<file path="config.mk">
export PLATFORM = sky130hd
export DESIGN_NAME = serial_link_tx_options
export DESIGN_NICKNAME = d
export VERILOG_FILES = /design/src/design/link_opts_pkg.sv /design/src/design/frame_end_inserter.sv /design/src/design/serial_link_tx_options.sv
export VERILOG_INCLUDE_DIRS = /design/src /design/src/design
export SDC_FILE = /design/constraint.sdc
export NUM_CORES = 1
export LEC_CHECK = 0
export BUFFER_PORTS_ARGS = -buffer_cell sky130_fd_sc_hd__buf_4
export CORE_MARGIN = 2
export CORE_UTILIZATION = 45
export CTS_BUF_LIST = sky130_fd_sc_hd__clkbuf_4 sky130_fd_sc_hd__clkbuf_8
export CTS_CLUSTER_DIAMETER = 80
export DETAILED_ROUTE_END_ITERATION = 10
export PLACE_DENSITY = 0.78
export SKIP_CTS_REPAIR_TIMING = 1
export SKIP_LAST_GASP = 1
export SYNTH_ARGS = -nofsm -noshare
export SYNTH_HDL_FRONTEND = slang
export SYNTH_SLANG_ARGS = --single-unit
</file>
<file path="constraint.sdc">
create_clock -name clock -period 2.65 [get_ports clock]
set_clock_uncertainty 0.1 [all_clocks]
set_input_delay 0.265 -clock clock [delete_from_list [all_inputs] [get_ports clock]]
set_output_delay 0.265 -clock clock [all_outputs]
set_load 0.05 [all_outputs]
</file>
<file path="src/design/link_opts_defs.svh">
// Register map, field layout, codes and reset values of the serial link options block.
`ifndef LINK_OPTS_DEFS_SVH
`define LINK_OPTS_DEFS_SVH
// Functional notes
// - Lower mapping: lanes 0-3 of links A and B carry data, others powered down.
// - Upper mapping: lanes 4-7 of both links carry data, lanes 0-3 powered down.
// - Sync source: 0 dedicated input, 1 timestamp input, 2 software request only.
// - Format bit: 0 offset binary, 1 two's complement; resets to 1.
// - In 8b/10b modes the scrambler bit turns scrambling off or on; resets to 1.
// - In 64b/66b modes the payload is always scrambled.
// - Test pattern 0 is normal data; 1 to 6 select PRBS7 to D21.5 in order.
// - Codes 7 to 16 select the remaining patterns; 12 and 17-31 are reserved.
// - Link A sends the identifier, link B sends the identifier plus one.
// - The lowest identifier bit is forced to zero when stored.
// - Comma select: 0 K28.7, 1 K28.1, 2 K28.5, 3 reserved; 8b/10b only.
// - The comma replaces a frame's last octet only where that octet allows it.
// - Link disabled: link and multiframe counter in reset, serializers off.
// - Software sync bit at 0 requests synchronisation; at 1 releases it.

// Register byte addresses.
`define ADDR_LINK_ENABLE 10'h200
`define ADDR_SW_SYNC     10'h203
`define ADDR_CTRL        10'h204
`define ADDR_TEST        10'h205
`define ADDR_IDENT       10'h206
`define ADDR_COMMA       10'h207
`define ADDR_STATUS      10'h20F

// Field positions.
`define CTRL_SCR      0
`define CTRL_FMT      1
`define CTRL_SYNC_LO  2
`define CTRL_SYNC_HI  3
`define CTRL_UPPER    4
`define TP_MSB        4
`define COMMA_MSB     1

// Reset values.
`define RST_SW_SYNC   1'b1
`define RST_FMT       1'b1
`define RST_SCR       1'b1

// Sync source selections.
`define SYNC_DEDICATED 2'h0
`define SYNC_TSTAMP    2'h1
`define SYNC_NONE      2'h2

// Test pattern codes.
`define TP_NORMAL   5'h00
`define TP_PRBS7    5'h01
`define TP_PRBS15   5'h02
`define TP_PRBS23   5'h03
`define TP_RAMP     5'h04
`define TP_TRANS    5'h05
`define TP_D21_5    5'h06
`define TP_K28_5    5'h07
`define TP_REP_ALN  5'h08
`define TP_RPAT     5'h09
`define TP_LOW      5'h0A
`define TP_HIGH     5'h0B
`define TP_PRBS9    5'h0D
`define TP_PRBS31   5'h0E
`define TP_CLOCK    5'h0F
`define TP_K28_7    5'h10

// Comma selections and their octets.
`define COMMA_SEL_K28_7 2'h0
`define COMMA_SEL_K28_1 2'h1
`define COMMA_SEL_K28_5 2'h2
`define K28_7 8'hFC
`define K28_1 8'h3C
`define K28_5 8'hBC

// Lane masks and identifier handling.
`define LANES_LOW   8'h0F
`define LANES_HIGH  8'hF0
`define LANES_OFF   8'h00
`define IDENT_MASK  8'hFE
`define IDENT_STEP  8'h01
`endif

</file>
<file path="src/design/link_opts_pkg.sv">
// Types shared by the serial link options block.
package link_opts_pkg;
   // Test pattern kinds driven towards the lane generators.
   typedef enum logic [4:0] {
      PAT_NORMAL, PAT_PRBS7, PAT_PRBS15, PAT_PRBS23, PAT_RAMP, PAT_TRANSPORT,
      PAT_D21_5, PAT_K28_5, PAT_REPEAT_ALIGN, PAT_MOD_RPAT, PAT_HOLD_LOW,
      PAT_HOLD_HIGH, PAT_PRBS9, PAT_PRBS31, PAT_CLOCK, PAT_K28_7, PAT_RESERVED
   } pattern_kind_t;
endpackage

</file>
<file path="src/design/frame_end_inserter.sv">
// Opportunistic end-of-frame comma substitution on one octet stream.
`include "link_opts_defs.svh"
module frame_end_inserter (
   // Clock and control.
   input  wire logic       clock,
   input  wire logic       rst_n,
   input  wire logic       clk_en,
   input  wire logic       insert_on,
   input  wire logic       scramble_on,
   input  wire logic [7:0] comma_code,
   // Octet input.
   input  wire logic       in_valid,
   input  wire logic       in_frame_end,
   input  wire logic [7:0] in_data,
   // Octet output.
   output logic            out_valid,
   output logic [7:0]      out_data,
   output logic            out_is_k
);
   typedef struct packed {
      logic [7:0] prev_end;
      logic       valid;
      logic [7:0] data;
      logic       is_k;
   } ins_state_t;

   ins_state_t s_q;
   ins_state_t s_d;
   logic       match;

   // A frame-end octet is replaceable when it repeats the previous frame end
   // (plain data) or already equals the comma octet (scrambled data).
   assign match = scramble_on ? (in_data == comma_code) : (in_data == s_q.prev_end);

   // Next state: pass octets through and swap in the comma where allowed.
   always_comb begin
      s_d = s_q;
      s_d.valid = in_valid;
      if (in_valid) begin
         s_d.data = in_data;
         s_d.is_k = 1'b0;
         if (in_frame_end) begin
            s_d.prev_end = in_data;
            if (insert_on && match) begin
               s_d.data = comma_code;
               s_d.is_k = 1'b1;
            end
         end
      end
   end

   // State register with synchronous reset and clock enable.
   always_ff @(posedge clock) begin
      if (!rst_n) begin
         s_q <= '0;
      end else if (clk_en) begin
         s_q <= s_d;
      end
   end

   assign out_valid = s_q.valid;
   assign out_data  = s_q.data;
   assign out_is_k  = s_q.is_k;
endmodule

</file>
<file path="src/design/serial_link_tx_options.sv">
// Configuration registers and option logic of the serial output link.
//
// Added by the designer: strobed register access.
`include "link_opts_defs.svh"
module serial_link_tx_options #(
   parameter int SAMPLE_W = 12
) (
   // Clock, reset and clock enable.
   input  wire logic                     clock,
   input  wire logic                     rst_n,
   input  wire logic                     clk_en,
   // Register port.
   input  wire logic [9:0]               reg_addr,
   input  wire logic [7:0]               reg_wdata,
   input  wire logic                     reg_write,
   input  wire logic                     reg_read,
   output logic [7:0]                    reg_rdata,
   // Sync pins and mode information.
   input  wire logic                     dedicated_sync_input_n,
   input  wire logic                     timestamp_input_n,
   input  wire logic                     timestamp_receiver_enable,
   input  wire logic                     mode_uses_64b66b,
   // Sample path.
   input  wire logic [SAMPLE_W-1:0]      sample_in,
   output logic [SAMPLE_W-1:0]           sample_out,
   // Octet path.
   input  wire logic                     octet_valid,
   input  wire logic                     octet_frame_end,
   input  wire logic [7:0]               octet_data,
   output logic                          lane_valid,
   output logic [7:0]                    lane_data,
   output logic                          lane_is_k,
   // Link controls.
   output logic [7:0]                    lane_power_on_a,
   output logic [7:0]                    lane_power_on_b,
   output logic                          link_reset,
   output logic                          serializer_clock_on,
   output logic                          scramble_on,
   output logic                          sync_request,
   output link_opts_pkg::pattern_kind_t  test_pattern,
   output logic [7:0]                    ident_a,
   output logic [7:0]                    ident_b
);
   import link_opts_pkg::*;

   typedef struct packed {
      logic                link_enable;
      logic                software_sync_request_n;
      logic                upper_lane_mapping;
      logic [1:0]          sync_source;
      logic                sample_number_format;
      logic                payload_scrambler_on;
      logic [`TP_MSB:0]    lane_test_pattern_select;
      logic [7:0]          link_identifier_value;
      logic [`COMMA_MSB:0] frame_end_comma_select;
      logic                ded_s1;
      logic                ded_s2;
      logic                ts_s1;
      logic                ts_s2;
      logic                sync_req;
      logic [SAMPLE_W-1:0] sample;
      logic [7:0]          rdata;
   } opt_state_t;

   localparam opt_state_t S_RESET = '{
      software_sync_request_n : `RST_SW_SYNC,
      sync_source             : `SYNC_DEDICATED,
      sample_number_format    : `RST_FMT,
      payload_scrambler_on    : `RST_SCR,
      lane_test_pattern_select: `TP_NORMAL,
      frame_end_comma_select  : `COMMA_SEL_K28_7,
      ded_s1                  : 1'b1,
      ded_s2                  : 1'b1,
      ts_s1                   : 1'b1,
      ts_s2                   : 1'b1,
      default                 : '0
   };

   opt_state_t s_q;
   opt_state_t s_d;
   logic [7:0] comma_code;
   logic       insert_on;
   logic       sync_req_d;

   // Maps a test pattern code onto the pattern kind.
   function automatic pattern_kind_t decode_pattern(input logic [`TP_MSB:0] code);
      case (code)
         `TP_NORMAL:  decode_pattern = PAT_NORMAL;
         `TP_PRBS7:   decode_pattern = PAT_PRBS7;
         `TP_PRBS15:  decode_pattern = PAT_PRBS15;
         `TP_PRBS23:  decode_pattern = PAT_PRBS23;
         `TP_RAMP:    decode_pattern = PAT_RAMP;
         `TP_TRANS:   decode_pattern = PAT_TRANSPORT;
         `TP_D21_5:   decode_pattern = PAT_D21_5;
         `TP_K28_5:   decode_pattern = PAT_K28_5;
         `TP_REP_ALN: decode_pattern = PAT_REPEAT_ALIGN;
         `TP_RPAT:    decode_pattern = PAT_MOD_RPAT;
         `TP_LOW:     decode_pattern = PAT_HOLD_LOW;
         `TP_HIGH:    decode_pattern = PAT_HOLD_HIGH;
         `TP_PRBS9:   decode_pattern = PAT_PRBS9;
         `TP_PRBS31:  decode_pattern = PAT_PRBS31;
         `TP_CLOCK:   decode_pattern = PAT_CLOCK;
         `TP_K28_7:   decode_pattern = PAT_K28_7;
         default:     decode_pattern = PAT_RESERVED;
      endcase
   endfunction

   // Maps a comma selection onto its octet; the reserved value falls back to K28.7.
   function automatic logic [7:0] comma_octet(input logic [`COMMA_MSB:0] sel);
      if (sel == `COMMA_SEL_K28_1) begin
         comma_octet = `K28_1;
      end else if (sel == `COMMA_SEL_K28_5) begin
         comma_octet = `K28_5;
      end else begin
         comma_octet = `K28_7;
      end
   endfunction

   // Request from the selected pin or from software; pins are active low.
   always_comb begin
      sync_req_d = !s_q.software_sync_request_n;
      if (s_q.sync_source == `SYNC_DEDICATED) begin
         sync_req_d = sync_req_d || !s_q.ded_s2;
      end else if (s_q.sync_source == `SYNC_TSTAMP) begin
         sync_req_d = sync_req_d || (timestamp_receiver_enable && !s_q.ts_s2);
      end
   end

   // Next state: register writes, read data, pin synchronisers and sample format.
   always_comb begin
      s_d = s_q;
      s_d.ded_s1 = dedicated_sync_input_n;
      s_d.ded_s2 = s_q.ded_s1;
      s_d.ts_s1 = timestamp_input_n;
      s_d.ts_s2 = s_q.ts_s1;
      s_d.sync_req = sync_req_d;
      s_d.rdata = '0;
      if (s_q.sample_number_format) begin
         s_d.sample = sample_in;
      end else begin
         s_d.sample = {~sample_in[SAMPLE_W-1], sample_in[SAMPLE_W-2:0]};
      end
      if (reg_write) begin
         if (reg_addr == `ADDR_LINK_ENABLE) begin
            s_d.link_enable = reg_wdata[0];
         end else if (reg_addr == `ADDR_SW_SYNC) begin
            s_d.software_sync_request_n = reg_wdata[0];
         end else if (reg_addr == `ADDR_CTRL) begin
            s_d.upper_lane_mapping = reg_wdata[`CTRL_UPPER];
            s_d.sync_source = reg_wdata[`CTRL_SYNC_HI:`CTRL_SYNC_LO];
            s_d.sample_number_format = reg_wdata[`CTRL_FMT];
            s_d.payload_scrambler_on = reg_wdata[`CTRL_SCR];
         end else if (reg_addr == `ADDR_TEST) begin
            s_d.lane_test_pattern_select = reg_wdata[`TP_MSB:0];
         end else if (reg_addr == `ADDR_IDENT) begin
            s_d.link_identifier_value = reg_wdata & `IDENT_MASK;
         end else if (reg_addr == `ADDR_COMMA) begin
            s_d.frame_end_comma_select = reg_wdata[`COMMA_MSB:0];
         end
      end
      if (reg_read) begin
         if (reg_addr == `ADDR_LINK_ENABLE) begin
            s_d.rdata = {7'h00, s_q.link_enable};
         end else if (reg_addr == `ADDR_SW_SYNC) begin
            s_d.rdata = {7'h00, s_q.software_sync_request_n};
         end else if (reg_addr == `ADDR_CTRL) begin
            s_d.rdata = {3'h0, s_q.upper_lane_mapping, s_q.sync_source,
                         s_q.sample_number_format, s_q.payload_scrambler_on};
         end else if (reg_addr == `ADDR_TEST) begin
            s_d.rdata = {3'h0, s_q.lane_test_pattern_select};
         end else if (reg_addr == `ADDR_IDENT) begin
            s_d.rdata = s_q.link_identifier_value;
         end else if (reg_addr == `ADDR_COMMA) begin
            s_d.rdata = {6'h00, s_q.frame_end_comma_select};
         end else if (reg_addr == `ADDR_STATUS) begin
            s_d.rdata = {3'h0, mode_uses_64b66b, s_q.ts_s2, s_q.ded_s2,
                         !s_q.link_enable, s_q.sync_req};
         end
      end
   end

   // State register with synchronous reset; a low clock enable freezes it.
   always_ff @(posedge clock) begin
      if (!rst_n) begin
         s_q <= S_RESET;
      end else if (clk_en) begin
         s_q <= s_d;
      end
   end

   // Lane power follows the mapping and is all off while the link is disabled.
   always_comb begin
      if (!s_q.link_enable) begin
         lane_power_on_a = `LANES_OFF;
      end else if (s_q.upper_lane_mapping) begin
         lane_power_on_a = `LANES_HIGH;
      end else begin
         lane_power_on_a = `LANES_LOW;
      end
   end
   assign lane_power_on_b = lane_power_on_a;

   // Link hold, serializer clock gate and scrambling.
   assign link_reset          = !s_q.link_enable;
   assign serializer_clock_on = s_q.link_enable;
   assign scramble_on         = mode_uses_64b66b || s_q.payload_scrambler_on;

   // Option values towards the link logic.
   assign sync_request = s_q.sync_req;
   assign test_pattern = decode_pattern(s_q.lane_test_pattern_select);
   assign ident_a      = s_q.link_identifier_value;
   assign ident_b      = s_q.link_identifier_value + `IDENT_STEP;
   assign sample_out   = s_q.sample;
   assign reg_rdata    = s_q.rdata;

   // Commas go in only on running 8b/10b links sending normal data.
   assign comma_code = comma_octet(s_q.frame_end_comma_select);
   assign insert_on  = s_q.link_enable && !mode_uses_64b66b && test_pattern == PAT_NORMAL;

   // End-of-frame comma substitution on the octet stream.
   frame_end_inserter u_frame_end (
      .clock       (clock),
      .rst_n       (rst_n),
      .clk_en      (clk_en),
      .insert_on   (insert_on),
      .scramble_on (scramble_on),
      .comma_code  (comma_code),
      .in_valid    (octet_valid),
      .in_frame_end(octet_frame_end),
      .in_data     (octet_data),
      .out_valid   (lane_valid),
      .out_data    (lane_data),
      .out_is_k    (lane_is_k)
   );
endmodule

</file>
Word-level counts from Yosys, hierarchy flattened:

Memories as Yosys holds them, arrays and structs flattened. A register that Yosys moved wholly into a read port is not among the register bits.
Index checks and enable logic that the tools add are counted.

* flip-flop bits (word level): 64
* memory bits (read-only): 160
* input port bits: 49
* logic and storage cells: 82
* memories: 1

Memories
* (no name shown): words 32, width 5, read ports 1, clocked after Yosys merged registers in 1, wr ports 0, RTL line serial_link_tx_options.sv:87 `case (code)`

* add/subtract/negate cells: 1
* eq/ne operators: 12
* muxes and demuxes: 20
* bitwise gates (word level): 6
* reduce and logical (&&, ||, !) cells: 22

Operators by type and width (number)
* 8-bit 2-to-1 mux: 9
* 10-bit equality test (second input constant): 7
* 5-bit 2-to-1 mux: 4
* 9-bit 2-to-1 mux: 2
* 8-bit equality test: 2
* 12-bit 2-to-1 mux: 1
* 8-bit by 1-bit adder with 8-bit output (second input constant): 1
* 8-bit AND reduction: 1
* 7-bit 2-to-1 mux: 1
* 7-bit AND reduction: 1
* 1-bit NOT: 6
* 3-bit AND reduction: 2
* 6-bit AND reduction: 1
* 1-bit zero test: 5
* 5-bit zero test: 1
* 5-bit AND reduction: 1
* 2-bit by 1-bit equality test with 1-bit output (second input constant): 2
* 1-bit logical AND: 4
* 4-bit AND reduction: 1
* 1-bit logical OR: 3
* 1-bit 2-to-1 mux: 3
* 2-bit equality test (second input constant): 1
* 2-bit zero test: 1
* 2-bit AND reduction: 1

Longest topological paths before layout:

Gate-level depths: netlist (run 1).

* depth in word-level cells: 9
* depth in mapped cells: 8

Hierarchy:

A second synthesis (run 1) with hierarchy kept.

* cell total of the unflattened synthesis: 460
* area total of the unflattened synthesis: 3966.3 um2

Modules (own cells, without submodules)
* serial_link_tx_options: instances 1, cells each 340, area each 2861.5 um2, seq. area each 1021.0 um2
* frame_end_inserter: instances 1, cells each 120, area each 1104.8 um2, seq. area each 360.3 um2

Least setup slack after synthesis (run 1):

No wires, ideal clock.

* path kind: register to output
* from: register s_q, in the netlist serializer_clock_on
* to: output port lane_power_on_a[1]
* data arrival time: 2.370 ns
* required time: 2.285 ns
* setup slack: -0.085 ns
* cell stages (with the launch flop): 4
* path buffers: 1
* path through: dfxtp_1 inv_1 nor2_1 buf_4

* word-level cells in the longest chain between the ends: 1

Ends and longest elaborated chain
* start, declared: RTL line serial_link_tx_options.sv:79 `opt_state_t s_q;`
* start signal, assigned: RTL line serial_link_tx_options.sv:185 `s_q <= S_RESET;`
* start signal, assigned: RTL line serial_link_tx_options.sv:187 `s_q <= s_d;`
* 8-bit 2-to-1 mux: RTL line serial_link_tx_options.sv:193 `if (!s_q.link_enable) begin`
* end, declared: RTL line serial_link_tx_options.sv:34 `output logic [7:0] lane_power_on_a,`

No other way between the ends.

Worst setup path after layout (run 1):

* from: register s_q[26] (netlist bit)
* to: register u_frame_end.s_q, in the netlist u_frame_end.out_data[6]

* word-level cells in the longest chain between the ends: 8
* elaborated cells between the ends (all ways): 9
* classes of those cells: eq/ne: 3; mux: 5; reduce/logical: 1

Ends and longest elaborated chain
* 2-bit equality test (no source line)
* 7-bit 2-to-1 mux: RTL line serial_link_tx_options.sv:112 `` end else if (sel == `COMMA_SEL_K28_5) begin ``
* 8-bit 2-to-1 mux *: RTL line serial_link_tx_options.sv:110 `` if (sel == `COMMA_SEL_K28_1) begin ``
* 8-bit equality test: RTL line frame_end_inserter.sv:33 `assign match = scramble_on ? (in_data == comma_code) : (in_data == s_q.prev_end);`
* 1-bit 2-to-1 mux: RTL line frame_end_inserter.sv:33
* 1-bit logical AND: RTL line frame_end_inserter.sv:44 `if (insert_on && match) begin`
* 9-bit 2-to-1 mux *: RTL line frame_end_inserter.sv:44
* 9-bit 2-to-1 mux *: RTL line frame_end_inserter.sv:42 `if (in_frame_end) begin`
* end signal, assigned: RTL line frame_end_inserter.sv:55 `s_q <= '0;`
* end signal, assigned: RTL line frame_end_inserter.sv:57 `s_q <= s_d;`
* end, declared: RTL line frame_end_inserter.sv:27 `ins_state_t s_q;`

Every way passes the cells marked *; elsewhere a longest branch is shown, timed or not.
A chain may end at the register's enable or synchronous reset.

==> metrics.txt, run 1 <==
# TYPE chip_impl_metric gauge
chip_impl_metric{name="grt_max_degree",unit=""} 29
chip_impl_info{name="worst_hold_path_type",value="in -> reg"} 1
chip_impl_metric{name="synth-seq-area-share",unit="%"} 37.3
chip_impl_metric{name="cts.sink_count",unit=""} 69
chip_impl_metric{name="yosys_warnings",unit=""} 0
chip_impl_metric{name="die-height",unit="um"} 94.8
chip_impl_metric{name="worst_skew_pair.late_latency",unit="ps"} 350
chip_impl_metric{name="timing_hold_violations_final",unit=""} 0
chip_impl_metric{name="synth-seq-cells",unit=""} 69
chip_impl_metric{name="seqCellArea",unit="um2"} 1380
chip_impl_metric{name="synth_edf_count",unit=""} 0
chip_impl_metric{name="share_of_async_settable_or_async_resettable_flops_after_synthesis",unit="%"} 0
chip_impl_metric{name="netlist_cell_types",unit=""} 61
chip_impl_metric{name="final.setup.worst_slack",unit="ps"} 477
chip_impl_metric{name="buffer_ports.inserted",unit=""} 117
chip_impl_metric{name="net_total_in_the_final_layout",unit=""} 541
chip_impl_metric{name="wl_per_cell",unit="um"} 15.5
chip_impl_metric{name="htreeDepth",unit=""} 3
chip_impl_metric{name="grt.total_usage",unit="%"} 20.9
chip_impl_metric{name="slew_worst_pin",unit="ps"} 616
chip_impl_metric{name="worstHoldPathCells",unit=""} 3
chip_impl_metric{name="grt_overflow_total",unit=""} 0
chip_impl_info{name="critical_path.reg2reg.startpoint",value="s_q[26]"} 1
chip_impl_metric{name="fp.dieW",unit="um"} 94.8
chip_impl_metric{name="path_max_fanout",unit=""} 10
chip_impl_metric{name="vdd_drop_max",unit="mV"} 0.267
chip_impl_metric{name="synthesis.area",unit="um2"} 3710
chip_impl_metric{name="fill_cell_instance_count_of_the_final_layout",unit=""} 781
chip_impl_metric{name="drcViolationCount",unit=""} 0
chip_impl_metric{name="floorplan.rows",unit=""} 33
chip_impl_metric{name="start_util",unit="%"} 45.8
chip_impl_metric{name="multiInputGateArea",unit="um2"} 1720
chip_impl_metric{name="max_clock_freq",unit="MHz"} 460
chip_impl_metric{name="power_leakage",unit="nW"} 1.98
chip_impl_metric{name="timing.final.crit_share",unit="%"} 82.0
chip_impl_metric{name="post_drt_antenna_nets",unit=""} 0
chip_impl_metric{name="finalSetupViolations",unit=""} 0
chip_impl_metric{name="finalCriticalPeriod",unit="ps"} 2170
chip_impl_metric{name="power.density",unit="nW/um2"} 509
chip_impl_metric{name="grt_antenna_before_repair",unit=""} 0
chip_impl_metric{name="drv_slew",unit=""} 0
chip_impl_metric{name="worstRegToRegCells",unit=""} 7
chip_impl_info{name="critPathCaptureType",value="register"} 1
chip_impl_metric{name="clk_path_buf_depth",unit=""} 2
chip_impl_metric{name="crit_arrival",unit="ps"} 2290
chip_impl_metric{name="final_cell_count_no_fill",unit=""} 601
chip_impl_metric{name="netlist_instances",unit=""} 436
chip_impl_metric{name="ff2ff_setup_slack",unit="ps"} 480
chip_impl_metric{name="cts.clk_slew.worst_paths",unit="ps"} 80
chip_impl_metric{name="hpwlAfterDp",unit="um"} 7080
chip_impl_info{name="r2r_end",value="u_frame_end.out_data[6]"} 1
chip_impl_metric{name="maxCapViolCount",unit=""} 0
chip_impl_info{name="cts.root.buffer_cell",value="sky130_fd_sc_hd__clkbuf_8"} 1
chip_impl_metric{name="totalNegativeSetupSlack",unit="ps"} 0
chip_impl_metric{name="share_of_cells_above_drive_strength_1",unit="%"} 31.7
chip_impl_info{name="grt_setup_unrepaired",value="false"} 1
chip_impl_metric{name="antenna-diode-count",unit=""} 0
chip_impl_metric{name="ios",unit=""} 120
chip_impl_info{name="whs_endpoint",value="s_d[21]"} 1
chip_impl_info{name="synth_ff_type",value="sky130_fd_sc_hd__dfxtp_1"} 1
chip_impl_metric{name="number_of_global_route_vias_before_repair",unit=""} 3011
chip_impl_metric{name="detailroute.via_count",unit=""} 3155
chip_impl_metric{name="syn-mean-instance-area",unit="um2"} 8.50
chip_impl_metric{name="max_slew_margin",unit="%"} 58.9
chip_impl_info{name="startpoint_type",value="register"} 1
chip_impl_metric{name="dieArea",unit="um2"} 8980
chip_impl_metric{name="critical_path_data_required_time",unit="ps"} 2770
chip_impl_metric{name="routed_via_density",unit=""} 5.25
chip_impl_metric{name="drtIter0Drc",unit=""} 122
chip_impl_info{name="kind_of_critical_path",value="reg -> reg"} 1
chip_impl_metric{name="num_cts_buffers",unit=""} 9
chip_impl_metric{name="gp_congestion",unit=""} 0.947
chip_impl_metric{name="drt-total-wl",unit="um"} 9300
chip_impl_metric{name="first_pass_grt_wire_length",unit="um"} 14600
chip_impl_metric{name="number_of_placed_instances_taps_included",unit=""} 585
chip_impl_metric{name="placement.setup.worst_slack",unit="ps"} 485
chip_impl_metric{name="area_delta_synth_final",unit="%"} 19.2
chip_impl_metric{name="dr.pass1.iters",unit=""} 4
chip_impl_info{name="holdCritStartpoint",value="timestamp_input_n"} 1
chip_impl_metric{name="synthesis.nets",unit=""} 486
chip_impl_info{name="outcome",value="completed"} 1
chip_impl_metric{name="core-area",unit="um2"} 8090
chip_impl_info{name="tritoncts",value="yes"} 1
[cell type report]
| type | count | share of cell area [%] |
|---|---|---|
| tap | 105 | 2.97 |
| clock buffer | 9 | 2.80 |
| timing repair buffer | 121 | 20.6 |
| clock inverter | 7 | 1.67 |
| inverter | 21 | 1.78 |
| sequential | 69 | 31.3 |
| multi-input combinational | 269 | 38.9 |
[synth_stat cells, types with 2 or more instances]
library cell / n / area share, %
sky130_fd_sc_hd__dfxtp_1: 69 / 37
sky130_fd_sc_hd__buf_4: 62 / 13
sky130_fd_sc_hd__nor2_1: 46 / 4.7
sky130_fd_sc_hd__nand2_1: 34 / 3.4
sky130_fd_sc_hd__mux2i_1: 31 / 8.4
sky130_fd_sc_hd__a21oi_1: 26 / 3.5
sky130_fd_sc_hd__inv_1: 20 / 2.0
sky130_fd_sc_hd__nand3_1: 19 / 2.6
sky130_fd_sc_hd__o21ai_0: 15 / 2.0
sky130_fd_sc_hd__clkbuf_1: 12 / 1.2
sky130_fd_sc_hd__nor3_1: 11 / 1.5
sky130_fd_sc_hd__nand2b_1: 9 / 1.5
sky130_fd_sc_hd__o31ai_1: 8 / 1.6
sky130_fd_sc_hd__nor2b_1: 7 / 1.2
sky130_fd_sc_hd__o211ai_1: 6 / 1.2
sky130_fd_sc_hd__a221oi_1: 4 / 0.94
sky130_fd_sc_hd__and2_1: 3 / 0.51
sky130_fd_sc_hd__a22oi_1: 2 / 0.40
sky130_fd_sc_hd__a31oi_1: 2 / 0.34
sky130_fd_sc_hd__buf_1: 2 / 0.20
sky130_fd_sc_hd__conb_1: 2 / 0.20
sky130_fd_sc_hd__nand2_2: 2 / 0.34
sky130_fd_sc_hd__nand4_1: 2 / 0.34
sky130_fd_sc_hd__nor4_4: 2 / 1.1
sky130_fd_sc_hd__o22ai_1: 2 / 0.34
sky130_fd_sc_hd__o311ai_0: 2 / 0.47
sky130_fd_sc_hd__xnor2_1: 2 / 0.47
[critical path: stages (launching register included)]
cell	delay, ps
sky130_fd_sc_hd__dfxtp_1	330
sky130_fd_sc_hd__inv_1	70
sky130_fd_sc_hd__ha_1	330
sky130_fd_sc_hd__a21oi_1	180
sky130_fd_sc_hd__a22oi_1	120
sky130_fd_sc_hd__nor4_4	580
sky130_fd_sc_hd__mux2i_1	250
sky130_fd_sc_hd__a21oi_1	80
[routing by layer]
metal	GRT usage [%]	part of all wire, %
met3	4.23	6.6
met1	26.5	44
met5	0	0
met2	35.2	48
met4	7.37	1.5
[per-stage QoR]
| step | total power [mW] | hold slack [ps] | cell area, um2 | utilization [%] |
|---|---|---|---|---|
| 3_3_place_gp | 1.41 | 344 | 4220 | 52.1 |
| 3_5_place_dp | 1.41 | 352 | 4220 | 52.1 |
| 6_report | 2.25 | 28.8 | 4420 | 54.6 |
| 4_1_cts | 2.27 | 15.3 | 4420 | 54.6 |
| 2_1_floorplan | 1.31 | 290 | 3710 | - |
| 5_1_grt | 2.33 | 19.5 | 4420 | 54.6 |
[worst max path at each step]
stage                        startpoint                       to  slack, ps  depth (start not counted)
finish                          s_q[26]  u_frame_end.out_data[6]        480                          7
global route                    s_q[26]  u_frame_end.out_data[6]        310                          8
CTS                             s_q[26]  u_frame_end.out_data[6]        490                          8
detailed placement          reg_addr[7]             reg_rdata[7]        480                          7
global placement            reg_addr[7]             reg_rdata[5]        530                          7
floorplan           serializer_clock_on       lane_power_on_a[1]        260                          3
[logic make-up after synthesis]
logic type	count (synthesis)	share of synthesized area, %
xor+xnor	2	0.473
compound gates	82	15.2
other cells	2	0.203
mux	31	8.37
simple gates	151	21.8
flops	69	37.3
fa+ha+maj	1	0.337
buf+inv	98	16.4
[flip-flops by register name, indices dropped and copies added (netlist names)]
register and flops:
ident_a 7, reg_rdata 8, s_d 2, s_q 15, sample_out 12, serializer_clock_on 1
sync_request 1, test_pattern 5, u_frame_end.out_data 8, u_frame_end.out_is_k 1, u_frame_end.out_valid 1, u_frame_end.s_q 8
[power breakdown]
group          leakage, nW  internal, mW  switching, mW
registers            0.561          1.06         0.0152
clock network       0.0996         0.437          0.422
logic                 1.32         0.115          0.194
total                 1.98          1.62          0.631
[cells in the final DEF (no fill, tap or decap), types with 11 or more instances in the layout]
cell type / n
sky130_fd_sc_hd__buf_4: 121
sky130_fd_sc_hd__dfxtp_1: 69
sky130_fd_sc_hd__nor2_1: 45
sky130_fd_sc_hd__nand2_1: 34
sky130_fd_sc_hd__mux2i_1: 31
sky130_fd_sc_hd__a21oi_1: 26
sky130_fd_sc_hd__inv_1: 20
sky130_fd_sc_hd__nand3_1: 19
sky130_fd_sc_hd__o21ai_0: 15
sky130_fd_sc_hd__nor3_1: 11
Note: power is estimated with default switching activity, not from simulation.
==> run 2: changes to the inputs <==
Clock period 2.65 ns to 2 ns, I/O delays scaled along.
==> run 2 against run 1 <==
  * The flow now finishes with violations (hold timing)
  * Fmax grew 12%
  * Cell area grew 7.8%
  * Worst hold slack lost 38 ps
  * Core utilization grew 4.3 points
  * Non-clock buffer count grew 30
  * Power grew 45%
  * Wire length grew 1.8%
  * Critical path depth grew 1
  * Worst setup slack lost 420 ps
  * Sequential share of layout area shrank 2.0 points
  * Register-to-register slack lost 420 ps
  * Critical endpoint unchanged
  * Largest cell class unchanged
  * Highest routed layer unchanged
==> metrics.txt, run 2 (synthesis results as in run 1) <==
# TYPE chip_impl_metric gauge
chip_impl_info{name="final_common_cell",value="sky130_fd_sc_hd__buf_4"} 1
chip_impl_metric{name="crit_arrival",unit="ps"} 2080
chip_impl_metric{name="grt_overflow_total",unit=""} 0
chip_impl_metric{name="power_leakage",unit="nW"} 2.15
chip_impl_metric{name="finalSetupViolations",unit=""} 0
chip_impl_info{name="worstPathCellList",value="nor2_4 -> buf_4 -> a21oi_1 -> a211o_1 -> nor4_4 -> buf_4 -> mux2i_1 -> a21oi_1"} 1
chip_impl_metric{name="routed_via_density",unit=""} 5.27
chip_impl_metric{name="vdd_drop_max",unit="mV"} 0.358
chip_impl_metric{name="worstHoldPathCells",unit=""} 3
chip_impl_metric{name="dieArea",unit="um2"} 8980
chip_impl_metric{name="power_frac_comb",unit="%"} 13.2
chip_impl_metric{name="area_delta_synth_final",unit="%"} 28.5
chip_impl_info{name="cts.root.buffer_cell",value="sky130_fd_sc_hd__clkbuf_8"} 1
chip_impl_metric{name="clk_path_buf_depth",unit=""} 2
chip_impl_metric{name="grt_max_degree",unit=""} 29
chip_impl_info{name="critical_path.reg2reg.startpoint",value="s_q[40]"} 1
chip_impl_metric{name="power.sequential.fraction",unit="%"} 43.7
chip_impl_metric{name="slowest_delay",unit="ps"} 370
chip_impl_metric{name="first_pass_grt_wire_length",unit="um"} 14100
chip_impl_metric{name="grt_antenna_before_repair",unit=""} 0
chip_impl_metric{name="cts.clk_slew.worst_paths",unit="ps"} 80
chip_impl_metric{name="gp_congestion",unit=""} 0.927
chip_impl_metric{name="intPower",unit="mW"} 2.47
chip_impl_metric{name="wl_per_cell",unit="um"} 15.0
chip_impl_info{name="cpLargestDelayFamily",value="compound AO/OA/AOI/OAI gates"} 1
chip_impl_metric{name="detailroute.via_count",unit=""} 3328
chip_impl_metric{name="report.power.total",unit="mW"} 3.26
chip_impl_info{name="tritoncts",value="yes"} 1
chip_impl_metric{name="fill_cell_instance_count_of_the_final_layout",unit=""} 736
chip_impl_metric{name="max_clock_freq",unit="MHz"} 514
chip_impl_metric{name="cts.sink_count",unit=""} 69
chip_impl_metric{name="finalCriticalPeriod",unit="ps"} 1950
chip_impl_metric{name="worstRegToRegCells",unit=""} 8
chip_impl_metric{name="power_frac_clock",unit="%"} 43.0
chip_impl_info{name="registers.top_by_ff_count",value="s_q"} 1
chip_impl_metric{name="timing_hold_violations_final",unit=""} 7
chip_impl_metric{name="drcViolationCount",unit=""} 0
chip_impl_info{name="kind_of_critical_path",value="reg -> reg"} 1
chip_impl_metric{name="critical_path.n_buffers_inverters",unit=""} 2
chip_impl_metric{name="drt-total-wl",unit="um"} 9470
chip_impl_metric{name="largest_reg_flops",unit=""} 15
chip_impl_info{name="critical-path-slowest-cell",value="sky130_fd_sc_hd__dfxtp_4"} 1
chip_impl_info{name="r2r_end",value="u_frame_end.out_data[6]"} 1
chip_impl_metric{name="path_max_fanout",unit=""} 6
chip_impl_metric{name="share_of_cells_above_drive_strength_1",unit="%"} 35.6
chip_impl_metric{name="post_drt_antenna_nets",unit=""} 0
chip_impl_info{name="outcome",value="finished, violations left"} 1
chip_impl_metric{name="drv_slew",unit=""} 0
chip_impl_info{name="worst_hold_path_type",value="in -> reg"} 1
chip_impl_info{name="critPathCaptureType",value="register"} 1
chip_impl_metric{name="timing.final.crit_share",unit="%"} 97.3
chip_impl_info{name="startpoint_type",value="register"} 1
chip_impl_metric{name="hpwlAfterDp",unit="um"} 6980
chip_impl_metric{name="power.density",unit="nW/um2"} 685
chip_impl_info{name="whs_endpoint",value="sample_out[0]"} 1
chip_impl_metric{name="grt.total_usage",unit="%"} 20.1
chip_impl_metric{name="net_total_in_the_final_layout",unit=""} 571
chip_impl_metric{name="ff2ff_setup_slack",unit="ps"} 50
chip_impl_metric{name="dr.pass1.iters",unit=""} 4
chip_impl_metric{name="fp.dieW",unit="um"} 94.8
chip_impl_metric{name="switchingPower",unit="mW"} 0.796
chip_impl_metric{name="die-height",unit="um"} 94.8
chip_impl_metric{name="maxCapViolCount",unit=""} 0
chip_impl_metric{name="critical_path_data_required_time",unit="ps"} 2140
chip_impl_info{name="holdCritStartpoint",value="sample_in[0]"} 1
chip_impl_metric{name="floorplan.rows",unit=""} 33
chip_impl_metric{name="htreeDepth",unit=""} 3
chip_impl_metric{name="drtIter0Drc",unit=""} 170
chip_impl_metric{name="core-area",unit="um2"} 8090
chip_impl_metric{name="p_sw_share",unit="%"} 24.4
chip_impl_info{name="violations",value="hold timing"} 1
chip_impl_metric{name="start_util",unit="%"} 45.8
chip_impl_metric{name="num_cts_buffers",unit=""} 9
chip_impl_metric{name="worst_skew_pair.late_latency",unit="ps"} 350
chip_impl_info{name="mostFrequentLayoutCells",value="143 x sky130_fd_sc_hd__buf_4, 65 x sky130_fd_sc_hd__dfxtp_1, 45 x sky130_fd_sc_hd__nor2_1"} 1
chip_impl_metric{name="number_of_global_route_vias_before_repair",unit=""} 3060
chip_impl_metric{name="ios",unit=""} 120
chip_impl_metric{name="buffer_ports.inserted",unit=""} 117
chip_impl_metric{name="hold-worst-slack",unit="ps"} -9.43
chip_impl_metric{name="antenna-diode-count",unit=""} 0
run 2: cell count changes in the layout (fill, tap and decap cells not counted), moves of 2 or more:
cell / change
sky130_fd_sc_hd__buf_4: +22
sky130_fd_sc_hd__dlygate4sd3_1: +7
sky130_fd_sc_hd__dfxtp_4: +2
sky130_fd_sc_hd__clkinv_4: -2
sky130_fd_sc_hd__clkbuf_4: +2
sky130_fd_sc_hd__bufinv_16: +2
sky130_fd_sc_hd__dfxtp_2: +2
sky130_fd_sc_hd__dfxtp_1: -4
run 2: worst register-to-register path, stage by stage, from the launching register on:
cell	delay, ps
sky130_fd_sc_hd__dfxtp_4	370
sky130_fd_sc_hd__nor2_4	160
sky130_fd_sc_hd__buf_4	150
sky130_fd_sc_hd__a21oi_1	60
sky130_fd_sc_hd__a211o_1	300
sky130_fd_sc_hd__nor4_4	290
sky130_fd_sc_hd__buf_4	160
sky130_fd_sc_hd__mux2i_1	180
sky130_fd_sc_hd__a21oi_1	80
run 2: stage by stage:
step | area (um2) | setup WS [ps] | std cells | setup TNS, ps | utilization [%]
4_1_cts | 4650 | -48.9 | 621 | -172 | 57.4
2_1_floorplan | 3720 | 0.822 | 436 | 0 | -
6_report | 4760 | 53.7 | 631 | 0 | 58.8
3_5_place_dp | 4400 | -55.9 | 605 | -251 | 54.3
5_1_grt | 4760 | -8.75 | 631 | -8.75 | 58.8
3_3_place_gp | 4400 | -50.6 | 605 | -107 | 54.3
run 2: worst max path at each step:
stage                      startpoint                       to  slack (ps)  cells after the start
after detailed placement  reg_addr[7]          test_pattern[0]         -60                      5
final                         s_q[40]  u_frame_end.out_data[6]          50                      8
after floorplan               s_q[40]  u_frame_end.out_data[6]         0.8                      8
after global routing          s_q[40]  u_frame_end.out_data[6]          -9                      8
after CTS                     s_q[26]  u_frame_end.out_data[6]         -50                      8
after global placement    reg_addr[7]          test_pattern[0]         -50                      5
run 2: power by group through the flow:
stage                     registers [mW]  clock network [mW]  logic [mW]
after global placement              1.46                   0       0.411
after global routing                1.43                1.47       0.461
after floorplan                     1.46                   0       0.270
final                               1.43                1.40       0.432
after CTS                           1.43                1.43       0.420
after detailed placement            1.46                   0       0.418
run 2: per-layer routing:
| metal | GRT usage [%] | vias to the layer above | wire (um) |
|---|---|---|---|
| met1 | 25.2 | 1539 | 4190 |
| li1 | - | 1620 | - |
| met4 | 10.1 | 0 | 212 |
| met2 | 33.3 | 151 | 4450 |
| met3 | 3.35 | 18 | 624 |
| met5 | 0 | - | 0 |
run 2: area by class of cell:
| class | instances | area [um2] | share of cell area, % |
|---|---|---|---|
| clock buffers | 12 | 153 | 3.21 |
| multi-input cells | 269 | 1740 | 36.6 |
| repair buffers | 151 | 1160 | 24.4 |
| flip-flops and latches | 69 | 1390 | 29.2 |
| inverters | 21 | 83.8 | 1.76 |
| well taps | 105 | 131 | 2.76 |
| clock inverters | 4 | 95.1 | 2.00 |
==> run 3: changes to the inputs <==
Settings changed: GPL_TIMING_DRIVEN set to 0, REMOVE_ABC_BUFFERS set to 1.
==> run 3 against run 2 <==
  * The flow still finishes with violations (hold timing)
  * Fmax barely moved
  * Clock-buffer cell count is 1 higher
  * Power decreased by 9.1%
  * Sequential cell count stayed put
  * Worst hold slack got worse by 21 ps
  * Register-to-register slack is essentially flat
  * Largest cell class unchanged
==> metrics.txt, run 3 (synthesis results as in run 1) <==
# TYPE chip_impl_metric gauge
chip_impl_info{name="outcome",value="finished, violations left"} 1
chip_impl_info{name="violations",value="hold timing"} 1
chip_impl_metric{name="slowest_delay",unit="ps"} 370
chip_impl_metric{name="htreeDepth",unit=""} 3
chip_impl_info{name="mostFrequentLayoutCells",value="122 x sky130_fd_sc_hd__buf_4, 66 x sky130_fd_sc_hd__dfxtp_1, 46 x sky130_fd_sc_hd__nor2_1"} 1
chip_impl_metric{name="die-height",unit="um"} 94.8
chip_impl_info{name="cpLargestDelayFamily",value="simple AND/OR/NAND/NOR gates"} 1
chip_impl_info{name="final_common_cell",value="sky130_fd_sc_hd__buf_4"} 1
chip_impl_metric{name="drv_slew",unit=""} 0
chip_impl_metric{name="dieArea",unit="um2"} 8980
chip_impl_metric{name="detailroute.via_count",unit=""} 3180
chip_impl_metric{name="start_util",unit="%"} 45.8
chip_impl_metric{name="core-area",unit="um2"} 8090
chip_impl_metric{name="wl_per_cell",unit="um"} 14.6
chip_impl_metric{name="fp.dieW",unit="um"} 94.8
chip_impl_metric{name="finalCriticalPeriod",unit="ps"} 1950
chip_impl_metric{name="grt.total_usage",unit="%"} 19.1
chip_impl_metric{name="max_clock_freq",unit="MHz"} 513
chip_impl_metric{name="power_leakage",unit="nW"} 2.00
chip_impl_metric{name="critical_path_data_required_time",unit="ps"} 2170
chip_impl_metric{name="dr.pass1.iters",unit=""} 4
chip_impl_info{name="registers.top_by_ff_count",value="s_q"} 1
chip_impl_metric{name="path_max_fanout",unit=""} 7
chip_impl_metric{name="crit_arrival",unit="ps"} 2120
chip_impl_info{name="critPathCaptureType",value="register"} 1
chip_impl_metric{name="power_frac_clock",unit="%"} 38.2
chip_impl_metric{name="vdd_drop_max",unit="mV"} 0.294
chip_impl_metric{name="timing_hold_violations_final",unit=""} 9
chip_impl_metric{name="hold-worst-slack",unit="ps"} -30.5
chip_impl_metric{name="clk_path_buf_depth",unit=""} 2
chip_impl_info{name="kind_of_critical_path",value="reg -> reg"} 1
chip_impl_metric{name="ff2ff_setup_slack",unit="ps"} 50
chip_impl_metric{name="gp_congestion",unit=""} 0.900
chip_impl_metric{name="grt_max_degree",unit=""} 48
chip_impl_metric{name="net_total_in_the_final_layout",unit=""} 544
chip_impl_metric{name="placed_area",unit="um2"} 4190
chip_impl_metric{name="drt-total-wl",unit="um"} 8780
chip_impl_metric{name="fill_cell_instance_count_of_the_final_layout",unit=""} 741
chip_impl_metric{name="timing.final.crit_share",unit="%"} 97.4
chip_impl_metric{name="seqCellArea",unit="um2"} 1390
chip_impl_metric{name="p_sw_share",unit="%"} 26.4
chip_impl_info{name="worstPathCellList",value="inv_2 -> ha_4 -> o21ai_2 -> o211ai_1 -> nand4_1 -> nor4_4 -> buf_4 -> nand4b_1 -> o211ai_1"} 1
chip_impl_metric{name="power.density",unit="nW/um2"} 661
chip_impl_metric{name="worst_skew_pair.late_latency",unit="ps"} 350
chip_impl_metric{name="intPower",unit="mW"} 2.18
chip_impl_info{name="tritoncts",value="yes"} 1
chip_impl_metric{name="largest_reg_flops",unit=""} 15
chip_impl_metric{name="area_delta_synth_final",unit="%"} 21.0
chip_impl_metric{name="cts.clk_slew.worst_paths",unit="ps"} 70
chip_impl_metric{name="cts.sink_count",unit=""} 69
chip_impl_metric{name="routed_via_density",unit=""} 5.27
chip_impl_metric{name="switchingPower",unit="mW"} 0.782
chip_impl_metric{name="floorplan.rows",unit=""} 33
chip_impl_metric{name="finalSetupViolations",unit=""} 0
chip_impl_metric{name="first_pass_grt_wire_length",unit="um"} 13400
chip_impl_metric{name="maxCapViolCount",unit=""} 0
chip_impl_metric{name="slew_worst_pin",unit="ps"} 834
chip_impl_metric{name="hpwlAfterDp",unit="um"} 6360
chip_impl_info{name="critical-path-slowest-cell",value="sky130_fd_sc_hd__nor4_4"} 1
chip_impl_metric{name="share_of_cells_above_drive_strength_1",unit="%"} 33.5
chip_impl_metric{name="totalNegativeSetupSlack",unit="ps"} 0
chip_impl_metric{name="power.sequential.fraction",unit="%"} 48.2
chip_impl_metric{name="grt_antenna_before_repair",unit=""} 0
chip_impl_info{name="cts.root.buffer_cell",value="sky130_fd_sc_hd__clkbuf_8"} 1
chip_impl_metric{name="grt_overflow_total",unit=""} 0
chip_impl_metric{name="placement.setup.worst_slack",unit="ps"} -283
chip_impl_metric{name="final_design_utilization",unit="%"} 55.4
chip_impl_metric{name="multiInputGateArea",unit="um2"} 1760
chip_impl_metric{name="final.setup.worst_slack",unit="ps"} 52.2
chip_impl_metric{name="final_area",unit="um2"} 4480
chip_impl_metric{name="max_slew_margin",unit="%"} 44.3
chip_impl_metric{name="drcViolationCount",unit=""} 0
chip_impl_metric{name="post_drt_antenna_nets",unit=""} 0
chip_impl_info{name="crit_path_frequent_cell",value="sky130_fd_sc_hd__o211ai_1"} 1
chip_impl_metric{name="num_cts_buffers",unit=""} 9
chip_impl_metric{name="drtIter0Drc",unit=""} 131
chip_impl_metric{name="power_frac_comb",unit="%"} 13.6
chip_impl_metric{name="ios",unit=""} 120
chip_impl_metric{name="number_of_global_route_vias_before_repair",unit=""} 2836
chip_impl_metric{name="buffer_ports.inserted",unit=""} 117
chip_impl_info{name="startpoint_type",value="register"} 1
chip_impl_info{name="worst_hold_path_type",value="in -> reg"} 1
chip_impl_metric{name="antenna-diode-count",unit=""} 0
chip_impl_metric{name="critical_path.n_buffers_inverters",unit=""} 2
[run 3: cell type report]
cell class | count | share of cell area, %
Inverter | 21 | 1.76
Tap cell | 105 | 2.93
Clock inverter | 2 | 0.781
Sequential cell | 69 | 30.9
Timing Repair Buffer | 124 | 20.9
Clock buffer | 13 | 3.43
Multi-Input combinational cell | 269 | 39.3
[run 3: through the flow]
| step | power, mW | hold WS, ps | std cells |
|---|---|---|---|
| global placement | 1.85 | 320 | 581 |
| global route | 3.07 | 7.67 | 603 |
| floorplan | 1.66 | 162 | 359 |
| finish | 2.97 | -30.5 | 603 |
| detailed placement | 1.86 | 321 | 581 |
| CTS | 2.98 | -44.6 | 596 |
[run 3: power by group through the flow]
stage | Combinational, mW | Clock, mW | Sequential, mW
finish | 0.404 | 1.13 | 1.43
global route | 0.435 | 1.21 | 1.43
CTS | 0.399 | 1.15 | 1.43
detailed placement | 0.398 | 0 | 1.46
global placement | 0.393 | 0 | 1.46
floorplan | 0.117 | 0 | 1.55
[run 3: per-layer routing]
| metal | GRT usage (%) | routed length (um) |
|---|---|---|
| met5 | 0 | 0 |
| met4 | 8.21 | 137 |
| met3 | 3.83 | 583 |
| met2 | 32.0 | 4270 |
| met1 | 23.7 | 3780 |
[run 3: worst paths after layout]
| check | depth (start not counted) | to | start |
|---|---|---|---|
| setup / recovery | 9 | u_frame_end.out_data[7] | s_q[26] |
| hold / removal | 3 | s_d[23] | dedicated_sync_input_n |
| setup reg to reg | 9 | u_frame_end.out_data[7] | s_q[26] |
| hold reg to reg | 2 | u_frame_end.out_data[0] | u_frame_end.out_data[0] |
[run 3: worst reg2reg max path, cell delays in order (launching register included)]
cell                       delay, ps
sky130_fd_sc_hd__dfxtp_2         330
sky130_fd_sc_hd__inv_2            50
sky130_fd_sc_hd__ha_4            280
sky130_fd_sc_hd__o21ai_2          50
sky130_fd_sc_hd__o211ai_1         80
sky130_fd_sc_hd__nand4_1         170
sky130_fd_sc_hd__nor4_4          370
sky130_fd_sc_hd__buf_4           220
sky130_fd_sc_hd__nand4b_1        110
sky130_fd_sc_hd__o211ai_1        120
